===== config.mk =====
export PLATFORM = sky130hd
export DESIGN_NAME = contact_counter
export DESIGN_NICKNAME = d
export VERILOG_FILES = /design/src/include/cnt_pkg.sv /design/src/core/ahb_regs.sv /design/src/core/contact_counter.sv /design/src/core/contact_filter.sv
export SDC_FILE = /design/constraint.sdc
export NUM_CORES = 1
export LEC_CHECK = 0
export BUFFER_PORTS_ARGS = -buffer_cell sky130_fd_sc_hd__buf_2
export CAP_MARGIN = 10
export CORE_MARGIN = 2
export CORE_UTILIZATION = 55
export DETAILED_ROUTE_END_ITERATION = 7
export GPL_ROUTABILITY_DRIVEN = 0
export PLACE_DENSITY = 0.77
export SLEW_MARGIN = 20
export SYNTH_ARGS = -nofsm -noshare
export SYNTH_HDL_FRONTEND = slang
export SYNTH_SLANG_ARGS = --single-unit

===== constraint.sdc =====
create_clock -name hclk -period 3.2 [get_ports hclk]
set_input_delay 0 -clock hclk [delete_from_list [all_inputs] [get_ports hclk]]
set_output_delay 0 -clock hclk [all_outputs]
set_load 0.05 [all_outputs]

===== src/include/cnt_pkg.sv =====
package cnt_pkg;
  // Register byte offsets
  localparam logic [7:0] OFS_CTRL = 8'h00;
  localparam logic [7:0] OFS_DEBOUNCE = 8'h04;
  localparam logic [7:0] OFS_CHATTER = 8'h08;
  localparam logic [7:0] OFS_INIT = 8'h0c;
  localparam logic [7:0] OFS_CMD = 8'h10;
  localparam logic [7:0] OFS_COUNT = 8'h14;
  localparam logic [7:0] OFS_FROZEN = 8'h18;
  localparam logic [7:0] OFS_QUAL = 8'h1c;
  localparam logic [7:0] OFS_IRQ_STAT = 8'h20;
  localparam logic [7:0] OFS_IRQ_MASK = 8'h24;
  // CTRL fields
  localparam int CTRL_TYPE_LSB = 0;
  localparam int CTRL_FROZEN_BIT = 2;
  localparam int CTRL_POL_BIT = 3;
  localparam int CTRL_STATUS_USE_BIT = 4;
  localparam int CTRL_RESET_ON_BOOT_BIT = 5;
  localparam int CTRL_ONLINE_BIT = 6;
  localparam int CTRL_REF_SET_BIT = 7;
  localparam int CTRL_REMOTE_FORCE_BIT = 8;
  localparam int CTRL_LOCAL_FORCE_BIT = 9;
  localparam int CTRL_WINDOW_LONG_BIT = 10;
  // CMD bits (write one)
  localparam int CMD_FREEZE_BIT = 0;
  localparam int CMD_INIT_BIT = 1;
  localparam int CMD_CLR_ROLL_BIT = 2;
  // Quality / irq bits
  localparam int Q_ONLINE = 0;
  localparam int Q_RESTART = 1;
  localparam int Q_COMM_LOST = 2;
  localparam int Q_REMOTE_FORCED = 3;
  localparam int Q_LOCAL_FORCED = 4;
  localparam int Q_ROLL_OVER = 5;
  localparam int Q_REF_CHECK = 6;
  localparam int Q_CONFIG_ERR = 7;
  localparam int IRQ_COUNT = 0;
  localparam int IRQ_ROLL = 1;
  localparam int IRQ_FREEZE = 2;
  localparam int IRQ_CHATTER = 3;
  // Timing
  localparam int CLK_HZ = 20_000_000;
  localparam int MS_CYCLES = CLK_HZ / 1000;
  localparam int DEBOUNCE_MAX_MS = 1000;
  localparam int WIN_SHORT_MS = 100;
  localparam int WIN_LONG_MS = 1000;
  localparam logic [31:0] CTRL_RESET = 32'h0000_0000;

  typedef enum logic [1:0] {
    TYPE_BINARY = 2'h0,
    TYPE_THREE_WIRE = 2'h1,
    TYPE_BREAKER_PAIR = 2'h2
  } cnt_type_t;

  // Alternation tracker for breaker pair mode, gray ordered
  typedef enum logic [1:0] {
    BP_WAIT_P1 = 2'b00,
    BP_WAIT_P2 = 2'b01
  } bp_state_t;

  typedef struct packed {
    logic [1:0] htrans;
    logic [31:0] haddr;
    logic hwrite;
    logic hsel;
  } ahb_req_t;
endpackage : cnt_pkg


===== src/core/ahb_regs.sv =====
`timescale 1ns/10ps
// AHB-Lite slave front end: latches address phase, zero wait states
module ahb_regs
  import cnt_pkg::*;
(
  input wire logic hclk, // Clock
  input wire logic hresetn, // Async reset, low
  input wire ahb_req_t req, // Address phase signals
  input wire logic hready, // Bus ready
  output logic wr_en, // Data-phase write strobe
  output logic rd_en, // Data-phase read strobe
  output logic [7:0] addr // Latched offset
);
  typedef struct packed {
    logic wr;
    logic rd;
    logic [7:0] addr;
  } ph_t;
  ph_t s_r, s_nxt;

  // Only NONSEQ/SEQ with hsel start a transfer
  always_comb begin
    s_nxt.wr = hready && req.hsel && req.htrans[1] && req.hwrite;
    s_nxt.rd = hready && req.hsel && req.htrans[1] && !req.hwrite;
    s_nxt.addr = req.haddr[7:0];
  end

  always_ff @(posedge hclk or negedge hresetn) begin
    if (!hresetn) begin
      s_r <= '0;
    end else begin
      s_r <= s_nxt;
    end
  end

  assign wr_en = s_r.wr;
  assign rd_en = s_r.rd;
  assign addr = s_r.addr;
endmodule : ahb_regs


===== src/core/contact_counter.sv =====
// The AHB-Lite register port and the address map were left to the implementer.
`timescale 1ns/10ps
module contact_counter
  import cnt_pkg::*;
#(
  parameter int WIDTH = 32,
  parameter int MS_TICKS = MS_CYCLES
) (
  input wire logic hclk, // Clock, 20 MHz
  input wire logic hresetn, // Async reset, low
  input wire logic hsel, // AHB select
  input wire logic [31:0] haddr, // AHB address
  input wire logic [1:0] htrans, // AHB transfer type
  input wire logic hwrite, // AHB direction
  input wire logic [2:0] hsize, // AHB size, word only
  input wire logic hready, // AHB ready in
  input wire logic [31:0] hwdata, // AHB write data
  output logic [31:0] hrdata, // AHB read data
  output logic hreadyout, // Always ready
  output logic hresp, // Always OKAY
  input wire logic [1:0] contact, // Field contacts, point1 at bit 0
  input wire logic freeze_cmd, // Protocol freeze pulse
  output logic irq // Level interrupt
);
  typedef struct packed {
    logic [31:0] ctrl;
    logic [9:0] debounce;
    logic [19:0] chatter;
    logic [WIDTH-1:0] init_val;
    logic [WIDTH-1:0] count;
    logic [WIDTH-1:0] frozen;
    logic restart;
    logic roll;
    logic [1:0] prev;
    bp_state_t bp;
    logic [3:0] irq_stat;
    logic [3:0] irq_mask;
    logic [31:0] rdata;
  } st_t;
  st_t s_r, s_nxt;

  logic [1:0] lvl;
  logic [1:0] supp;
  logic wr_en, rd_en;
  logic [7:0] addr;
  logic [7:0] qual;
  logic inc, frz, pol, counting_on;
  cnt_type_t ctype;
  logic [WIDTH-1:0] count_inc;
  logic [31:0] rd_mux;
  ahb_req_t req;

  assign req = '{htrans: htrans, haddr: haddr, hwrite: hwrite, hsel: hsel};
  assign hreadyout = 1'b1;
  assign hresp = 1'b0;
  assign hrdata = rd_en ? rd_mux : s_r.rdata; // Valid in the data phase, then held
  assign irq = |(s_r.irq_stat & s_r.irq_mask);

  ahb_regs i_ahb_regs (
    .hclk(hclk),
    .hresetn(hresetn),
    .req(req),
    .hready(hready),
    .wr_en(wr_en),
    .rd_en(rd_en),
    .addr(addr)
  );

  // One filter per contact
  genvar g;
  generate
    for (g = 0; g < 2; g++) begin : g_flt
      contact_filter #(.MS_TICKS(MS_TICKS)) i_contact_filter (
        .hclk(hclk),
        .hresetn(hresetn),
        .raw(contact[g]),
        .debounce_ms(s_r.debounce),
        .window_long(s_r.ctrl[CTRL_WINDOW_LONG_BIT]),
        .chat_on(s_r.chatter[9:0]),
        .chat_off(s_r.chatter[19:10]),
        .level(lvl[g]),
        .suppressed(supp[g])
      );
    end
  endgenerate

  assign ctype = cnt_type_t'(s_r.ctrl[CTRL_TYPE_LSB +: 2]);
  assign pol = s_r.ctrl[CTRL_POL_BIT];
  // A contact claimed as status input never counts
  assign counting_on = !s_r.ctrl[CTRL_STATUS_USE_BIT];
  assign frz = freeze_cmd && s_r.ctrl[CTRL_FROZEN_BIT];
  assign count_inc = s_r.count + {{(WIDTH-1){1'b0}}, 1'b1}; // natural wrap

  // Increment decision per counter type
  always_comb begin
    inc = 1'b0;
    case (ctype)
      TYPE_BINARY: begin
        inc = (lvl[0] != s_r.prev[0]) && (lvl[0] == pol);
      end
      TYPE_THREE_WIRE: begin
        // Both must flip together into opposite states
        inc = (lvl[0] != s_r.prev[0]) && (lvl[1] != s_r.prev[1]) &&
              (lvl[0] != lvl[1]) && (lvl[0] == pol);
      end
      TYPE_BREAKER_PAIR: begin
        // Chain 10 -> 11 -> 01 (bit 1 = p2) style: p1 moves first, then p2 into the state opposite p1
        inc = (s_r.bp == BP_WAIT_P2) && (lvl[1] != s_r.prev[1]) &&
              (lvl[1] != lvl[0]) && (lvl[0] == s_r.prev[0]);
      end
      default: begin
        inc = 1'b0;
      end
    endcase
    inc = inc && counting_on;
  end

  // Quality word
  always_comb begin
    qual = 8'h00;
    qual[Q_ONLINE] = s_r.ctrl[CTRL_ONLINE_BIT];
    qual[Q_COMM_LOST] = !s_r.ctrl[CTRL_ONLINE_BIT];
    qual[Q_RESTART] = s_r.restart;
    qual[Q_REMOTE_FORCED] = s_r.ctrl[CTRL_REMOTE_FORCE_BIT];
    qual[Q_LOCAL_FORCED] = s_r.ctrl[CTRL_LOCAL_FORCE_BIT];
    qual[Q_ROLL_OVER] = s_r.roll;
    qual[Q_REF_CHECK] = !s_r.ctrl[CTRL_REF_SET_BIT];
    qual[Q_CONFIG_ERR] = s_r.ctrl[CTRL_STATUS_USE_BIT];
  end

  // Read multiplexer, unmapped reads zero
  always_comb begin
    case (addr)
      OFS_CTRL: rd_mux = s_r.ctrl;
      OFS_DEBOUNCE: rd_mux = {22'h000000, s_r.debounce};
      OFS_CHATTER: rd_mux = {12'h000, s_r.chatter};
      OFS_INIT: rd_mux = 32'(s_r.init_val);
      OFS_COUNT: rd_mux = 32'(s_r.count);
      OFS_FROZEN: rd_mux = 32'(s_r.frozen);
      OFS_QUAL: rd_mux = {22'h000000, supp, qual};
      OFS_IRQ_STAT: rd_mux = {28'h0000000, s_r.irq_stat};
      OFS_IRQ_MASK: rd_mux = {28'h0000000, s_r.irq_mask};
      default: rd_mux = 32'h0000_0000;
    endcase
  end

  // Counting, freezing, registers and interrupts
  always_comb begin
    s_nxt = s_r;
    s_nxt.prev = lvl;
    if (ctype == TYPE_BREAKER_PAIR && counting_on) begin
      if (s_r.bp == BP_WAIT_P1 && lvl[0] != s_r.prev[0] && lvl[1] == s_r.prev[1]) begin
        s_nxt.bp = BP_WAIT_P2; // point one moved first
      end else if (s_r.bp == BP_WAIT_P2 && lvl[1] != s_r.prev[1]) begin
        s_nxt.bp = BP_WAIT_P1;
      end
    end
    if (rd_en) begin
      s_nxt.rdata = rd_mux;
      if (addr == OFS_IRQ_STAT) begin
        s_nxt.irq_stat = 4'h0;
      end
    end
    if (wr_en) begin
      case (addr)
        OFS_CTRL: s_nxt.ctrl = hwdata;
        OFS_DEBOUNCE: s_nxt.debounce = (hwdata[9:0] > 10'(DEBOUNCE_MAX_MS)) ? 10'(DEBOUNCE_MAX_MS) : hwdata[9:0];
        OFS_CHATTER: s_nxt.chatter = hwdata[19:0];
        OFS_INIT: s_nxt.init_val = hwdata[WIDTH-1:0];
        OFS_IRQ_MASK: s_nxt.irq_mask = hwdata[3:0];
        OFS_CMD: begin
          if (hwdata[CMD_INIT_BIT]) begin
            s_nxt.count = s_r.init_val;
            s_nxt.restart = 1'b0;
          end
          if (hwdata[CMD_CLR_ROLL_BIT]) begin
            s_nxt.roll = 1'b0;
          end
          if (hwdata[CMD_FREEZE_BIT] && s_r.ctrl[CTRL_FROZEN_BIT]) begin
            s_nxt.frozen = s_r.count;
          end
        end
        default: begin
        end
      endcase
    end
    // Hardware events win over software clears
    if (inc) begin
      s_nxt.count = count_inc;
      s_nxt.irq_stat[IRQ_COUNT] = 1'b1;
      if (count_inc == '0) begin
        s_nxt.roll = 1'b1;
        s_nxt.irq_stat[IRQ_ROLL] = 1'b1;
      end
    end
    if (frz) begin
      s_nxt.frozen = s_r.count;
      s_nxt.irq_stat[IRQ_FREEZE] = 1'b1;
    end
    if (|supp) begin
      s_nxt.irq_stat[IRQ_CHATTER] = 1'b1;
    end
  end

  // Restart flag stands from reset; count clears on boot regardless of reset option
  always_ff @(posedge hclk or negedge hresetn) begin
    if (!hresetn) begin
      s_r <= '0;
      s_r.restart <= 1'b1;
    end else begin
      s_r <= s_nxt;
    end
  end
endmodule : contact_counter


===== src/core/contact_filter.sv =====
`timescale 1ns/10ps
// Debounce plus chatter suppression for one contact
module contact_filter
  import cnt_pkg::*;
#(
  parameter int MS_TICKS = MS_CYCLES
) (
  input wire logic hclk, // Clock
  input wire logic hresetn, // Async reset, low
  input wire logic raw, // Contact level
  input wire logic [9:0] debounce_ms, // 0 disables
  input wire logic window_long, // 1000 ms window
  input wire logic [9:0] chat_on, // Trigger count, 0 off
  input wire logic [9:0] chat_off, // Hysteresis count
  output logic level, // Accepted level
  output logic suppressed // Chatter active
);
  typedef struct packed {
    logic [15:0] tick;
    logic [9:0] stable_ms;
    logic [9:0] win_ms;
    logic [9:0] changes;
    logic deb;
    logic level;
    logic supp;
  } flt_t;
  flt_t s_r, s_nxt;
  logic ms_pulse;

  assign level = s_r.level;
  assign suppressed = s_r.supp;

  // Millisecond tick, debounce age, chatter window
  always_comb begin
    s_nxt = s_r;
    ms_pulse = (s_r.tick == 16'(MS_TICKS - 1));
    s_nxt.tick = ms_pulse ? 16'h0000 : s_r.tick + 16'h0001;
    if (raw == s_r.deb) begin
      s_nxt.stable_ms = 10'h000;
    end else if (debounce_ms == 10'h000 || (s_r.stable_ms >= debounce_ms && ms_pulse)) begin
      s_nxt.stable_ms = 10'h000;
      s_nxt.deb = raw;
      // Saturate so a fast chatter cannot wrap the change count back under the trigger
      if (s_r.changes != 10'h3ff) begin
        s_nxt.changes = s_r.changes + 10'h001;
      end
    end else if (ms_pulse && s_r.stable_ms != 10'h3ff) begin
      s_nxt.stable_ms = s_r.stable_ms + 10'h001;
    end
    if (ms_pulse) begin
      s_nxt.win_ms = s_r.win_ms + 10'h001;
      if (s_r.win_ms == 10'(window_long ? WIN_LONG_MS - 1 : WIN_SHORT_MS - 1)) begin
        // Window boundary decides entry and release
        s_nxt.win_ms = 10'h000;
        s_nxt.changes = 10'h000;
        if (chat_on != 10'h000 && s_r.changes >= chat_on) begin
          s_nxt.supp = 1'b1;
        end else if (s_r.changes < chat_off) begin
          s_nxt.supp = 1'b0;
        end
      end
    end
    // Suppression holds the reported level; changes are still counted underneath
    if (!s_nxt.supp) begin
      s_nxt.level = s_nxt.deb;
    end
  end

  always_ff @(posedge hclk or negedge hresetn) begin
    if (!hresetn) begin
      s_r <= '0;
    end else begin
      s_r <= s_nxt;
    end
  end
endmodule : contact_filter


# After elaboration in Yosys (flattened, before gate mapping)
# Cells that the tools add are included.
[op_classes]
mux = 49
addsub = 9
n_bitwise = 1
magnitude_cmp = 7
n_reduce_logical = 64
n_eq_ne = 29
[ops]
columns = ["cell", "n"]
rows = [
  ["32-bit case mux with 9 select lines", 1],
  ["32-bit two-way mux", 5],
  ["66-bit two-way mux", 2],
  ["10-bit two-way mux", 12],
  ["10-bit by 1-bit adder with 10-bit output (second input constant)", 6],
  ["11-bit two-way mux", 4],
  ["10-bit greater-or-equal comparator", 4],
  ["20-bit two-way mux", 2],
  ["10-bit inequality test (second input constant)", 4],
  ["16-bit by 1-bit adder with 16-bit output (second input constant)", 2],
  ["32-bit by 1-bit adder with 32-bit output (second input constant)", 1],
  ["16-bit by 15-bit equality test with 1-bit output (second input constant)", 2],
  ["8-bit by 5-bit equality test with 1-bit output (second input constant)", 4],
  ["32-bit zero test", 1],
  ["16-bit two-way mux", 2],
  ["2-bit nonzero test", 13],
  ["1-bit logical AND", 23],
  ["10-bit equality test", 2],
  ["10-bit less-than comparator", 2],
  ["2-bit AND reduction", 9],
  ["8-bit by 4-bit equality test with 1-bit output (second input constant)", 2],
  ["8-bit by 6-bit equality test with 1-bit output (second input constant)", 2],
  ["1-bit two-way mux", 15],
  ["10-bit > comparator (second input constant)", 1],
  ["19 further kinds", 38],
]
[totals]
word_cells = 192
ff_bits = 312
out_inout_bits = 35
inputBits = 77

# Logic depth before layout (Yosys ltp)
# Gate-level depths: netlist (run 1).
[logic_depth]
ltp_word = 8
ltp_mapped = 11
depth_no_buf = 10

# By module
# A second synthesis (run 1) with hierarchy kept.
[unflattened]
cells_unflattened = 1688
area_unflattened_um2 = 17005.1
[modules_own_cells]
columns = ["mod", "n_inst", "cells_each", "area_per_inst_um2", "seq_area_each_um2"]
rows = [
  ["contact_counter", 1, 979, 10293.6, 5081.1],
  ["contact_filter at g_flt[0].i_contact_filter", 1, 347, 3234.4, 1226.2],
  ["contact_filter at g_flt[1].i_contact_filter", 1, 350, 3206.8, 1226.2],
  ["ahb_regs", 1, 12, 270.3, 250.2],
]

# Worst setup path before layout (run 1)
# OpenSTA, ideal clock, no wires.
[synth_timing]
path_kind = "register -> register"
start = "register s_r[78] (netlist name)"
end = "register s_r (netlist bit qual[5])"
path_stages_with_launch = 10
period_less_slack_ns = 2.965
path_slack_ns = 0.235
n_path_buf = 0
t_required_ns = 3.135
arrival_ns = 2.901
setup_ns = 0.065
cell_sequence = "dfrtp_1 ha_1 nand4_1 nor4_2 xnor2_1 nand4_1 or4_1 or4_1 a2111oi_2 a21o_1"
[synth_rtl]
columns = ["element", "line", "text"]
rows = [
  ["from (decl)", "contact_counter.sv:40", "st_t s_r, s_nxt;"],
  ["from (signal assigned)", "contact_counter.sv:211", "s_r <= s_nxt;"],
]

==> results.yml, run 1 <==
synth:
  yosysTopAreaCell: "dfrtp_1"
  ys_types: 70
  ys.flop_type: "dfrtp_1"
  yosys_warnings: 0
  syn_nets: 1759
  ys_seq_elements: 311
  syn_avg_cell_area_sq_um: 10.2
  synthArstFlopShare_pct: 100
  ys_seq_area_share_pct: 47.3
  synth-edff-count: 0
  synth_top_area_share_pct: 47.1
  syn-cell-area_sq_um: 16500
  netlist_instances: 1614
  synthTopCellsByArea: "dfrtp_1, mux2_2, ha_1, nor2_1, o21ai_0"
cts:
  clk_pin_slew_ns: 0.06
  clkSinkCount: 311
  root_buffer: "clkbuf_16"
  htreeDepth: 2
  clock_path_buffers: 3
  cts_made_buffers: 34
  cts_setup_buffers: 0
  cts_tree: "yes"
  insertion_delay_ns: 0.52
global_route:
  grt_pass1_vias: 13600
  gr-usage-all-layers_pct: 28.1
  antenna_found_initial: 1
  overflow: 0
  grt_max_degree: 107
  grt_pass1_wl_um: 70300
worst_setup_path:
  critPathLaunchType: "flip-flop"
  criticalPathCategory: "flip-flop to flip-flop"
  rr_worst_depth: 9
  cp_max_fo: 7
  cp.arrival_ns: 3.52
  required_ns: 3.66
  r2r_slack_ns: 0.13
  endpoint_kind: "flip-flop"
floorplanning:
  start_util_pct: 55.7
  core-area_sq_um: 29600
  die_w_um: 177
  row_count: 63
  die_h_um: 177
  die_area_sq_um: 31300
  top_level_ports: 112
route:
  ant_nets: 0
  drtPass1Iterations: 8
  dr.first_iter.drc_count: 1259
  drc_errors: 0
  via_per_inst: 6.20
  routed_wirelength_um: 43300
  wl_per_cell_um: 20.2
  vias: 13300
finish:
  diodes: 0
  final_util_pct: 64.6
  fin_nets: 1876
  multi_input_area_sq_um: 7870
  regArea_sq_um: 7780
  fillers: 2299
  layout_common_cells: "dfrtp_1, mux2_2, nor2_1"
  layout_commonest_cell: "dfrtp_1"
  drive_gt1_share_pct: 20.0
  areaGrowthSynthToFinish_pct: 16.0
flow_run:
  drv_cap: 0
hold_path:
  hp-class: "input port to flip-flop"
  whs_path_depth: 2
timing:
  clock_skew_ns: 0.00973
  fin_setup_tns_ns: 0
  post-route-period-util_pct: 95.8
  worst_slack_ns: 0.135
  relSlewSlack_pct: 33.5
  fmax_ghz: 0.326
  slew_viol_final: 0
  setup_viol: 0
  hold_viol: 0
  period_needed_ns: 3.07
  rsz0062_at_grt: "false"
  tightest_slew_ns: 0.994
power:
  ir_drop_v: 0.000373
  cellPowerDensity_nw_per_um2: 493
  leakagePower_nw: 8.37
placement:
  dpl.hpwl_um: 30100
  place.port_buffers: 81
  preCtsSetupSlack_ns: -0.0716
run_status:
  status: "finished clean"
## cell type report
| class | instances | area share, % |
|---|---|---|
| inverter | 86 | 1.69 |
| clock buffer | 53 | 5.74 |
| sequential | 311 | 40.8 |
| multi-input combinational | 1105 | 41.2 |
| tap | 390 | 2.56 |
| timing repair buffer | 193 | 7.36 |
| clock inverter | 8 | 0.636 |
## state kept, by name (all words and copies together), names as in the netlist
register	count
qual	6
s_r	194
ctype	2
g_flt.i_contact_filter.level	2
i_ahb_regs.addr	8
i_ahb_regs.rd_en	1
pol	1
i_ahb_regs.wr_en	1
g_flt.i_contact_filter.suppressed	2
g_flt.i_contact_filter.s_r	94
## cells in the mapped netlist (15+ instances only)
library cell    n
a21oi_1        69
clkbuf_1       63
a221oi_1       16
ha_1           68
a21o_1         30
o22ai_1        30
nor2_1        123
inv_1          86
xnor2_1        43
o21ai_0        76
and3_1         33
nor4_1         16
xor2_1         24
nand2_1        94
mux2_2        127
a222oi_1       20
a22o_1         23
nor3_1         38
dfrtp_1       310
nand4_1        40
buf_4          35
nand2b_1       15
a22oi_1        29
nand3_1        58
## metal layers
metal / global-route usage [%] / wire, um
met5: 0 / 12
met4: 11.9 / 1660
met3: 3.91 / 2250
met2: 49.6 / 22000
met1: 34.5 / 17500
## kinds of logic after synthesis
kind of cell / count (synthesis) / synth area share (%)
AO/OA/AOI/OAI: 342 / 14.2
XOR/XNOR: 67 / 3.57
adder cells (fa/ha/maj): 68 / 5.17
buffers and inverters: 198 / 5.34
flip-flops: 311 / 47.3
multiplexers: 133 / 9.05
other: 2 / 0.0456
AND/OR/NAND/NOR: 493 / 15.3
## power breakdown
part | internal [mW] | switching, mW | total [mW]
Combinational | 0.389 | 0.507 | 0.896
Clock | 2.60 | 1.61 | 4.20
Sequential | 4.13 | 0.184 | 4.31
## stage by stage
step / total power [mW] / cells / hold slack (ns) / cell area, sq um
final: 9.41 / 2146 / 0.120 / 19100
after global routing: 9.73 / 2146 / 0.128 / 19100
after CTS: 9.43 / 2146 / 0.114 / 19100
after detailed placement: 5.19 / 2036 / 0.110 / 17300
after global placement: 5.14 / 2036 / 0.109 / 17300
after floorplan: 4.80 / 1614 / -0.296 / 16500
## worst max-delay path, cell delays in order (launching register included)
cell	delay, ns
dfrtp_2	0.43
ha_2	0.25
nand4_1	0.23
nor4_1	0.26
buf_4	0.18
xnor2_1	0.05
or4_1	0.53
or4_1	0.54
a2111oi_4	0.41
a21o_1	0.13
## final timing paths
path	to	startpoint
hold reg to reg	g_flt[0].i_contact_filter.s_r[48]	g_flt[0].i_contact_filter.s_r[48]
hold / removal	i_ahb_regs.addr[2]	haddr[2]
max in group asynchronous	s_r[7]	hresetn
setup reg to reg	s_r[37]	s_r[78]
setup / recovery	s_r[37]	s_r[78]
min in group asynchronous	s_r[31]	hresetn
## what timing repair did
item / CTS / global route
resized for setup: 3 / 6
pin swaps: 0 / 1
endpoints found under the setup margin: 6 / 15
hold endpoints to repair: 212 / 0
hold buffers: 49 / 0
(Power assumes the default switching activity.)
==> run 2: changes to the inputs <==
- CTS_BUF_LIST: unset -> sky130_fd_sc_hd__clkbuf_8 sky130_fd_sc_hd__clkbuf_16
- SETUP_SLACK_MARGIN: unset -> 0.15
==> results.yml, run 2 (synthesized netlist as in run 1, its figures left out) <==
run_status:
  status: "finished clean"
global_route:
  antenna_found_initial: 1
  grt_pass1_vias: 13600
  gr-usage-all-layers_pct: 28.2
  grt_pass1_wl_um: 70500
  overflow: 0
  grt_max_degree: 107
timing:
  period_needed_ns: 2.98
  relSlewSlack_pct: 34.3
  hold_viol: 0
  rsz0062_at_grt: "false"
  tightest_slew_ns: 0.981
  setup_viol: 0
  post-route-period-util_pct: 93.1
  clock_skew_ns: 0.00993
  fmax_ghz: 0.336
  slew_viol_final: 0
worst_setup_path:
  criticalPathCategory: "flip-flop to flip-flop"
  r2r-start: "s_r[79]"
  endpoint_kind: "flip-flop"
  rr_worst_depth: 10
  reg2reg_to: "s_r[37]"
  r2r_slack_ns: 0.22
  cp.arrival_ns: 3.43
  critPathLaunchType: "flip-flop"
  required_ns: 3.66
  cp_max_fo: 5
finish:
  drive_gt1_share_pct: 20.7
  diodes: 0
  layout.cells.non_filler: 2151
  fillers: 2281
  layout_common_cells: "dfrtp_1, mux2_2, nor2_1"
  layout_commonest_cell: "dfrtp_1"
  areaGrowthSynthToFinish_pct: 16.5
  largest_register_ffs: 194
  fin_nets: 1881
  regMostFlops: "s_r"
route:
  drc_errors: 0
  ant_nets: 0
  routed_wirelength_um: 43600
  via_per_inst: 6.22
  drtPass1Iterations: 6
  dr.first_iter.drc_count: 1309
  vias: 13400
  wl_per_cell_um: 20.3
floorplanning:
  core-area_sq_um: 29600
  die_area_sq_um: 31300
  row_count: 63
  die_w_um: 177
  top_level_ports: 112
  start_util_pct: 55.7
  die_h_um: 177
cts:
  clkSinkCount: 311
  clock_path_buffers: 3
  insertion_delay_ns: 0.52
  clk_pin_slew_ns: 0.06
  root_buffer: "clkbuf_16"
  htreeDepth: 2
  cts_tree: "yes"
  cts_made_buffers: 34
power:
  p_total_mw: 9.44
  leakagePower_nw: 8.42
  ir_drop_v: 0.000373
  cellPowerDensity_nw_per_um2: 492
hold_path:
  hp-class: "input port to flip-flop"
  min_from: "haddr[2]"
  whs_path_depth: 2
  hold_end: "i_ahb_regs.addr[2]"
placement:
  dp_cells: 2036
  place.port_buffers: 81
  dpl.hpwl_um: 30100
flow_run:
  drv_cap: 0
## run 2: changes by cell type in the layout (fill, tap and decap cells not counted), sizes merged
cell,change
clkbuf,-5
inv,+5
buf,+5
## run 2: report_power, final
part           internal [mW]  switching, mW
registers               4.13          0.190
clock network           2.58           1.60
logic                  0.410          0.520
total                   7.12           2.31
## run 2: worst max-delay path, stage by stage, from the launching register on
cell	delay [ns]
dfrtp_1	0.45
ha_4	0.19
nand4_1	0.10
buf_4	0.17
nor4_4	0.31
xnor2_1	0.17
nand4_1	0.11
or4_1	0.43
or4_4	0.51
a2111oi_4	0.34
a21o_1	0.13
## run 2: layout make-up
cell class / count / area [sq um] / area share (%)
multi-input combinational: 1105 / 7910 / 41.2
sequential: 311 / 7790 / 40.6
timing repair buffer: 198 / 1460 / 7.60
clock buffer: 48 / 1080 / 5.62
tap: 390 / 488 / 2.54
inverter: 86 / 323 / 1.68
clock inverter: 13 / 140 / 0.731
## run 2: how the worst max path moves through the flow
| stage | cells after the start | start | end |
|---|---|---|---|
| floorplan | 9 | s_r[78] | qual[5] |
| global placement | 6 | g_flt[0].i_contact_filter.s_r[45] | g_flt[0].i_contact_filter.s_r[4] |
| detailed placement | 6 | g_flt[0].i_contact_filter.s_r[46] | g_flt[0].i_contact_filter.s_r[4] |
| CTS | 7 | g_flt[0].i_contact_filter.s_r[46] | g_flt[0].i_contact_filter.s_r[4] |
| global route | 10 | s_r[79] | qual[5] |
| finish | 10 | s_r[79] | s_r[37] |
## run 2: metal layers
metal	global-route usage, %	vias up	routed length [um]
met5	0	-	12
met4	12.2	2	1790
met3	4.04	144	2380
met2	49.8	505	22000
met1	34.4	6629	17400
li1	-	6098	-
## run 2: repair_timing
item	in CTS	in global routing
resized for setup	10	10
endpoints found under the hold margin	212	0
endpoints found under the setup margin	27	21
setup buffers	2	3
hold buffers	49	0
pin swaps	3	4
cloned	0	0
## run 2: metrics by stage
step	hold slack, ns	utilization [%]	instance area [sq um]	TNS [ns]	worst slack [ns]
finish	0.120	64.9	19200	0	0.222
global route	0.128	64.9	19200	0	0.108
CTS	0.114	64.6	19100	0	0.170
detailed placement	0.110	58.6	17300	-0.126	-0.0716
global placement	0.109	58.6	17300	0	0.0214
floorplan	-0.296	-	16500	0	0.235
==> run 3: changes to the inputs <==
- ABC_AREA: unset -> 1
- CORE_UTILIZATION: 55 -> 56
- PLACE_DENSITY: 0.77 -> 0.78
==> results.yml, run 3 <==
finish:
  regMostFlops: "s_r"
  areaGrowthSynthToFinish_pct: 13.3
  layout_commonest_cell: "nand2_1"
  multi_input_area_sq_um: 8010
  drive_gt1_share_pct: 8.48
  largest_register_ffs: 194
  diodes: 0
  final_util_pct: 64.5
  fin_nets: 2537
  fin_area_sq_um: 19700
  fillers: 2610
  layout_common_cells: "nand2_1, dfrtp_1, inv_1"
  regArea_sq_um: 7780
synth:
  netlist_instances: 2294
  ys.flop_type: "dfrtp_1"
  ys_seq_area_share_pct: 44.7
  syn-cell-area_sq_um: 17400
  yosysMostFrequentCell: "nand2_1"
  yosys_warnings: 0
  ys_seq_elements: 311
  synthArstFlopShare_pct: 100
  ys_types: 50
  synth-edff-count: 0
  syn_avg_cell_area_sq_um: 7.58
  yosys-top-cells-count: "nand2_1, dfrtp_1, inv_1"
  syn_nets: 2439
  synthTopCellsByArea: "dfrtp_1, nand2_1, inv_1, o21ai_0, ha_1"
  synth_top_area_share_pct: 44.6
  yosysTopAreaCell: "dfrtp_1"
floorplanning:
  core-area_sq_um: 30600
  row_count: 64
  die_h_um: 180
  start_util_pct: 56.9
  die_w_um: 180
  die_area_sq_um: 32500
  top_level_ports: 112
cts:
  htreeDepth: 2
  insertion_delay_ns: 0.52
  root_buffer: "clkbuf_16"
  clk_pin_slew_ns: 0.06
  clock_path_buffers: 3
  clkSinkCount: 311
  cts_tree: "yes"
  cts_made_buffers: 35
timing:
  post-route-period-util_pct: 91.2
  fmax_ghz: 0.343
  relSlewSlack_pct: 40.1
  clock_skew_ns: 0.0223
  fin_setup_tns_ns: 0
  hold_viol: 0
  slew_viol_final: 0
  rsz0062_at_grt: "true"
  tightest_slew_ns: 0.898
  worst_slack_ns: 0.283
  setup_viol: 0
  period_needed_ns: 2.92
global_route:
  overflow: 0
  grt_pass1_wl_um: 77500
  grt_max_degree: 115
  antenna_found_initial: 0
  grt_pass1_vias: 15500
  gr-usage-all-layers_pct: 29.1
worst_setup_path:
  criticalPathCategory: "flip-flop to primary output"
  crit_top_cell: "nand2_1"
  cp_max_fo: 10
  slowest_stage: "nor3_1"
  worstPathCellList: "inv_1, nand2_1, nor3_1, nand2_1, inv_1, nand2_1, nand3_1, a21oi_1, o21ai_0, clkbuf_4"
  cp.arrival_ns: 2.92
  critPathLaunchType: "flip-flop"
  endpoint_kind: "primary output"
  required_ns: 3.20
  cp_slowest_stage_delay_ns: 0.38
flow_run:
  drv_cap: 0
route:
  vias: 15900
  ant_nets: 0
  dr.first_iter.drc_count: 1538
  routed_wirelength_um: 46900
  via_per_inst: 5.65
  drc_errors: 0
  drtPass1Iterations: 6
  wl_per_cell_um: 16.7
power:
  ir_drop_v: 0.000465
  cellPowerDensity_nw_per_um2: 434
  leakagePower_nw: 10.2
run_status:
  status: "finished clean"
placement:
  place.port_buffers: 81
  preCtsSetupSlack_ns: 0.759
  placed_area_sq_um: 18000
  dpl.hpwl_um: 33600
hold_path:
  hp-class: "input port to flip-flop"
[run 3: changes by cell type in the layout (fill, tap and decap cells not counted), sizes merged, moves of 30 or more]
cell   before  now
nand2      94  655
inv        91  301
o21ai      76  230
mux2      127    0
nor2      123  208
nand3      58  135
buf       149  106
xnor2      43    4
a21o       30    0
[run 3: worst paths after layout]
kind / startpoint / slack [ns] / endpoint / depth (start not counted)
max in group asynchronous: hresetn / 2.06 / s_r[98] / 3
min in group asynchronous: hresetn / 0.14 / g_flt[0].i_contact_filter.s_r[43] / 2
worst max-delay path: i_ahb_regs.addr[1] / 0.28 / hrdata[27] / 10
worst min-delay path: haddr[1] / 0.12 / i_ahb_regs.addr[1] / 2
worst max register to register: g_flt[1].i_contact_filter.s_r[33] / 0.71 / g_flt[1].i_contact_filter.s_r[4] / 10
worst min register to register: qual[1] / 0.46 / qual[1] / 2
[run 3: stage by stage]
stage                     std cells  hold WS (ns)  total power [mW]
after global placement         2702         0.109              4.45
after global routing           2813         0.125              8.81
after CTS                      2812         0.108              8.60
final                          2813         0.117              8.55
after floorplan                2294        -0.296              4.28
after detailed placement       2702         0.110              4.46
[run 3: worst max-delay path, delay by kind of cell (launching register included)]
kind / cells / cell delay (ns)
compound gates: 2 / 0.31
buf+inv: 3 / 0.66
flops: 1 / 0.37
simple gates: 5 / 1.03
[run 3: where the power goes]
group | total, mW | internal [mW] | switching, mW | leakage, nW
sequential | 4.03 | 3.99 | 0.0371 | 3.49
clock | 4.11 | 2.51 | 1.60 | 0.621
combinational | 0.411 | 0.131 | 0.281 | 6.13
total | 8.55 | 6.63 | 1.92 | 10.2
[run 3: kinds of logic after synthesis]
group / after synthesis / share of synthesized area (%)
other cells: 2 / 0.0432
fa+ha+maj: 68 / 4.89
flops: 311 / 44.7
buf+inv: 386 / 9.31
simple gates: 1113 / 27.0
compound gates: 381 / 12.3
xor+xnor: 33 / 1.66
[run 3: timing repair]
| item | CTS | global route |
|---|---|---|
| resized for setup | 0 | 6 |
| setup buffers | 0 | 1 |
| hold buffers | 48 | 0 |
| endpoints found under the hold margin | 228 | 0 |
| setup endpoints to repair | 0 | 10 |
[run 3: layer usage]
layer | up-vias | wire length [um] | GRT usage, %
met5 | - | 0 | 0
li1 | 7642 | - | -
met4 | 0 | 1810 | 11.6
met1 | 7463 | 19200 | 37.7
met2 | 659 | 22600 | 48.7
met3 | 141 | 3300 | 4.89
[run 3: area by class of cell]
type                    instances  area share [%]
flip-flops and latches        311            39.5
clock inverters                17           0.761
repair buffers                155            5.80
multi-input cells            1597            40.6
inverters                     292            5.57
well taps                     396            2.51
clock buffers                  45            5.25
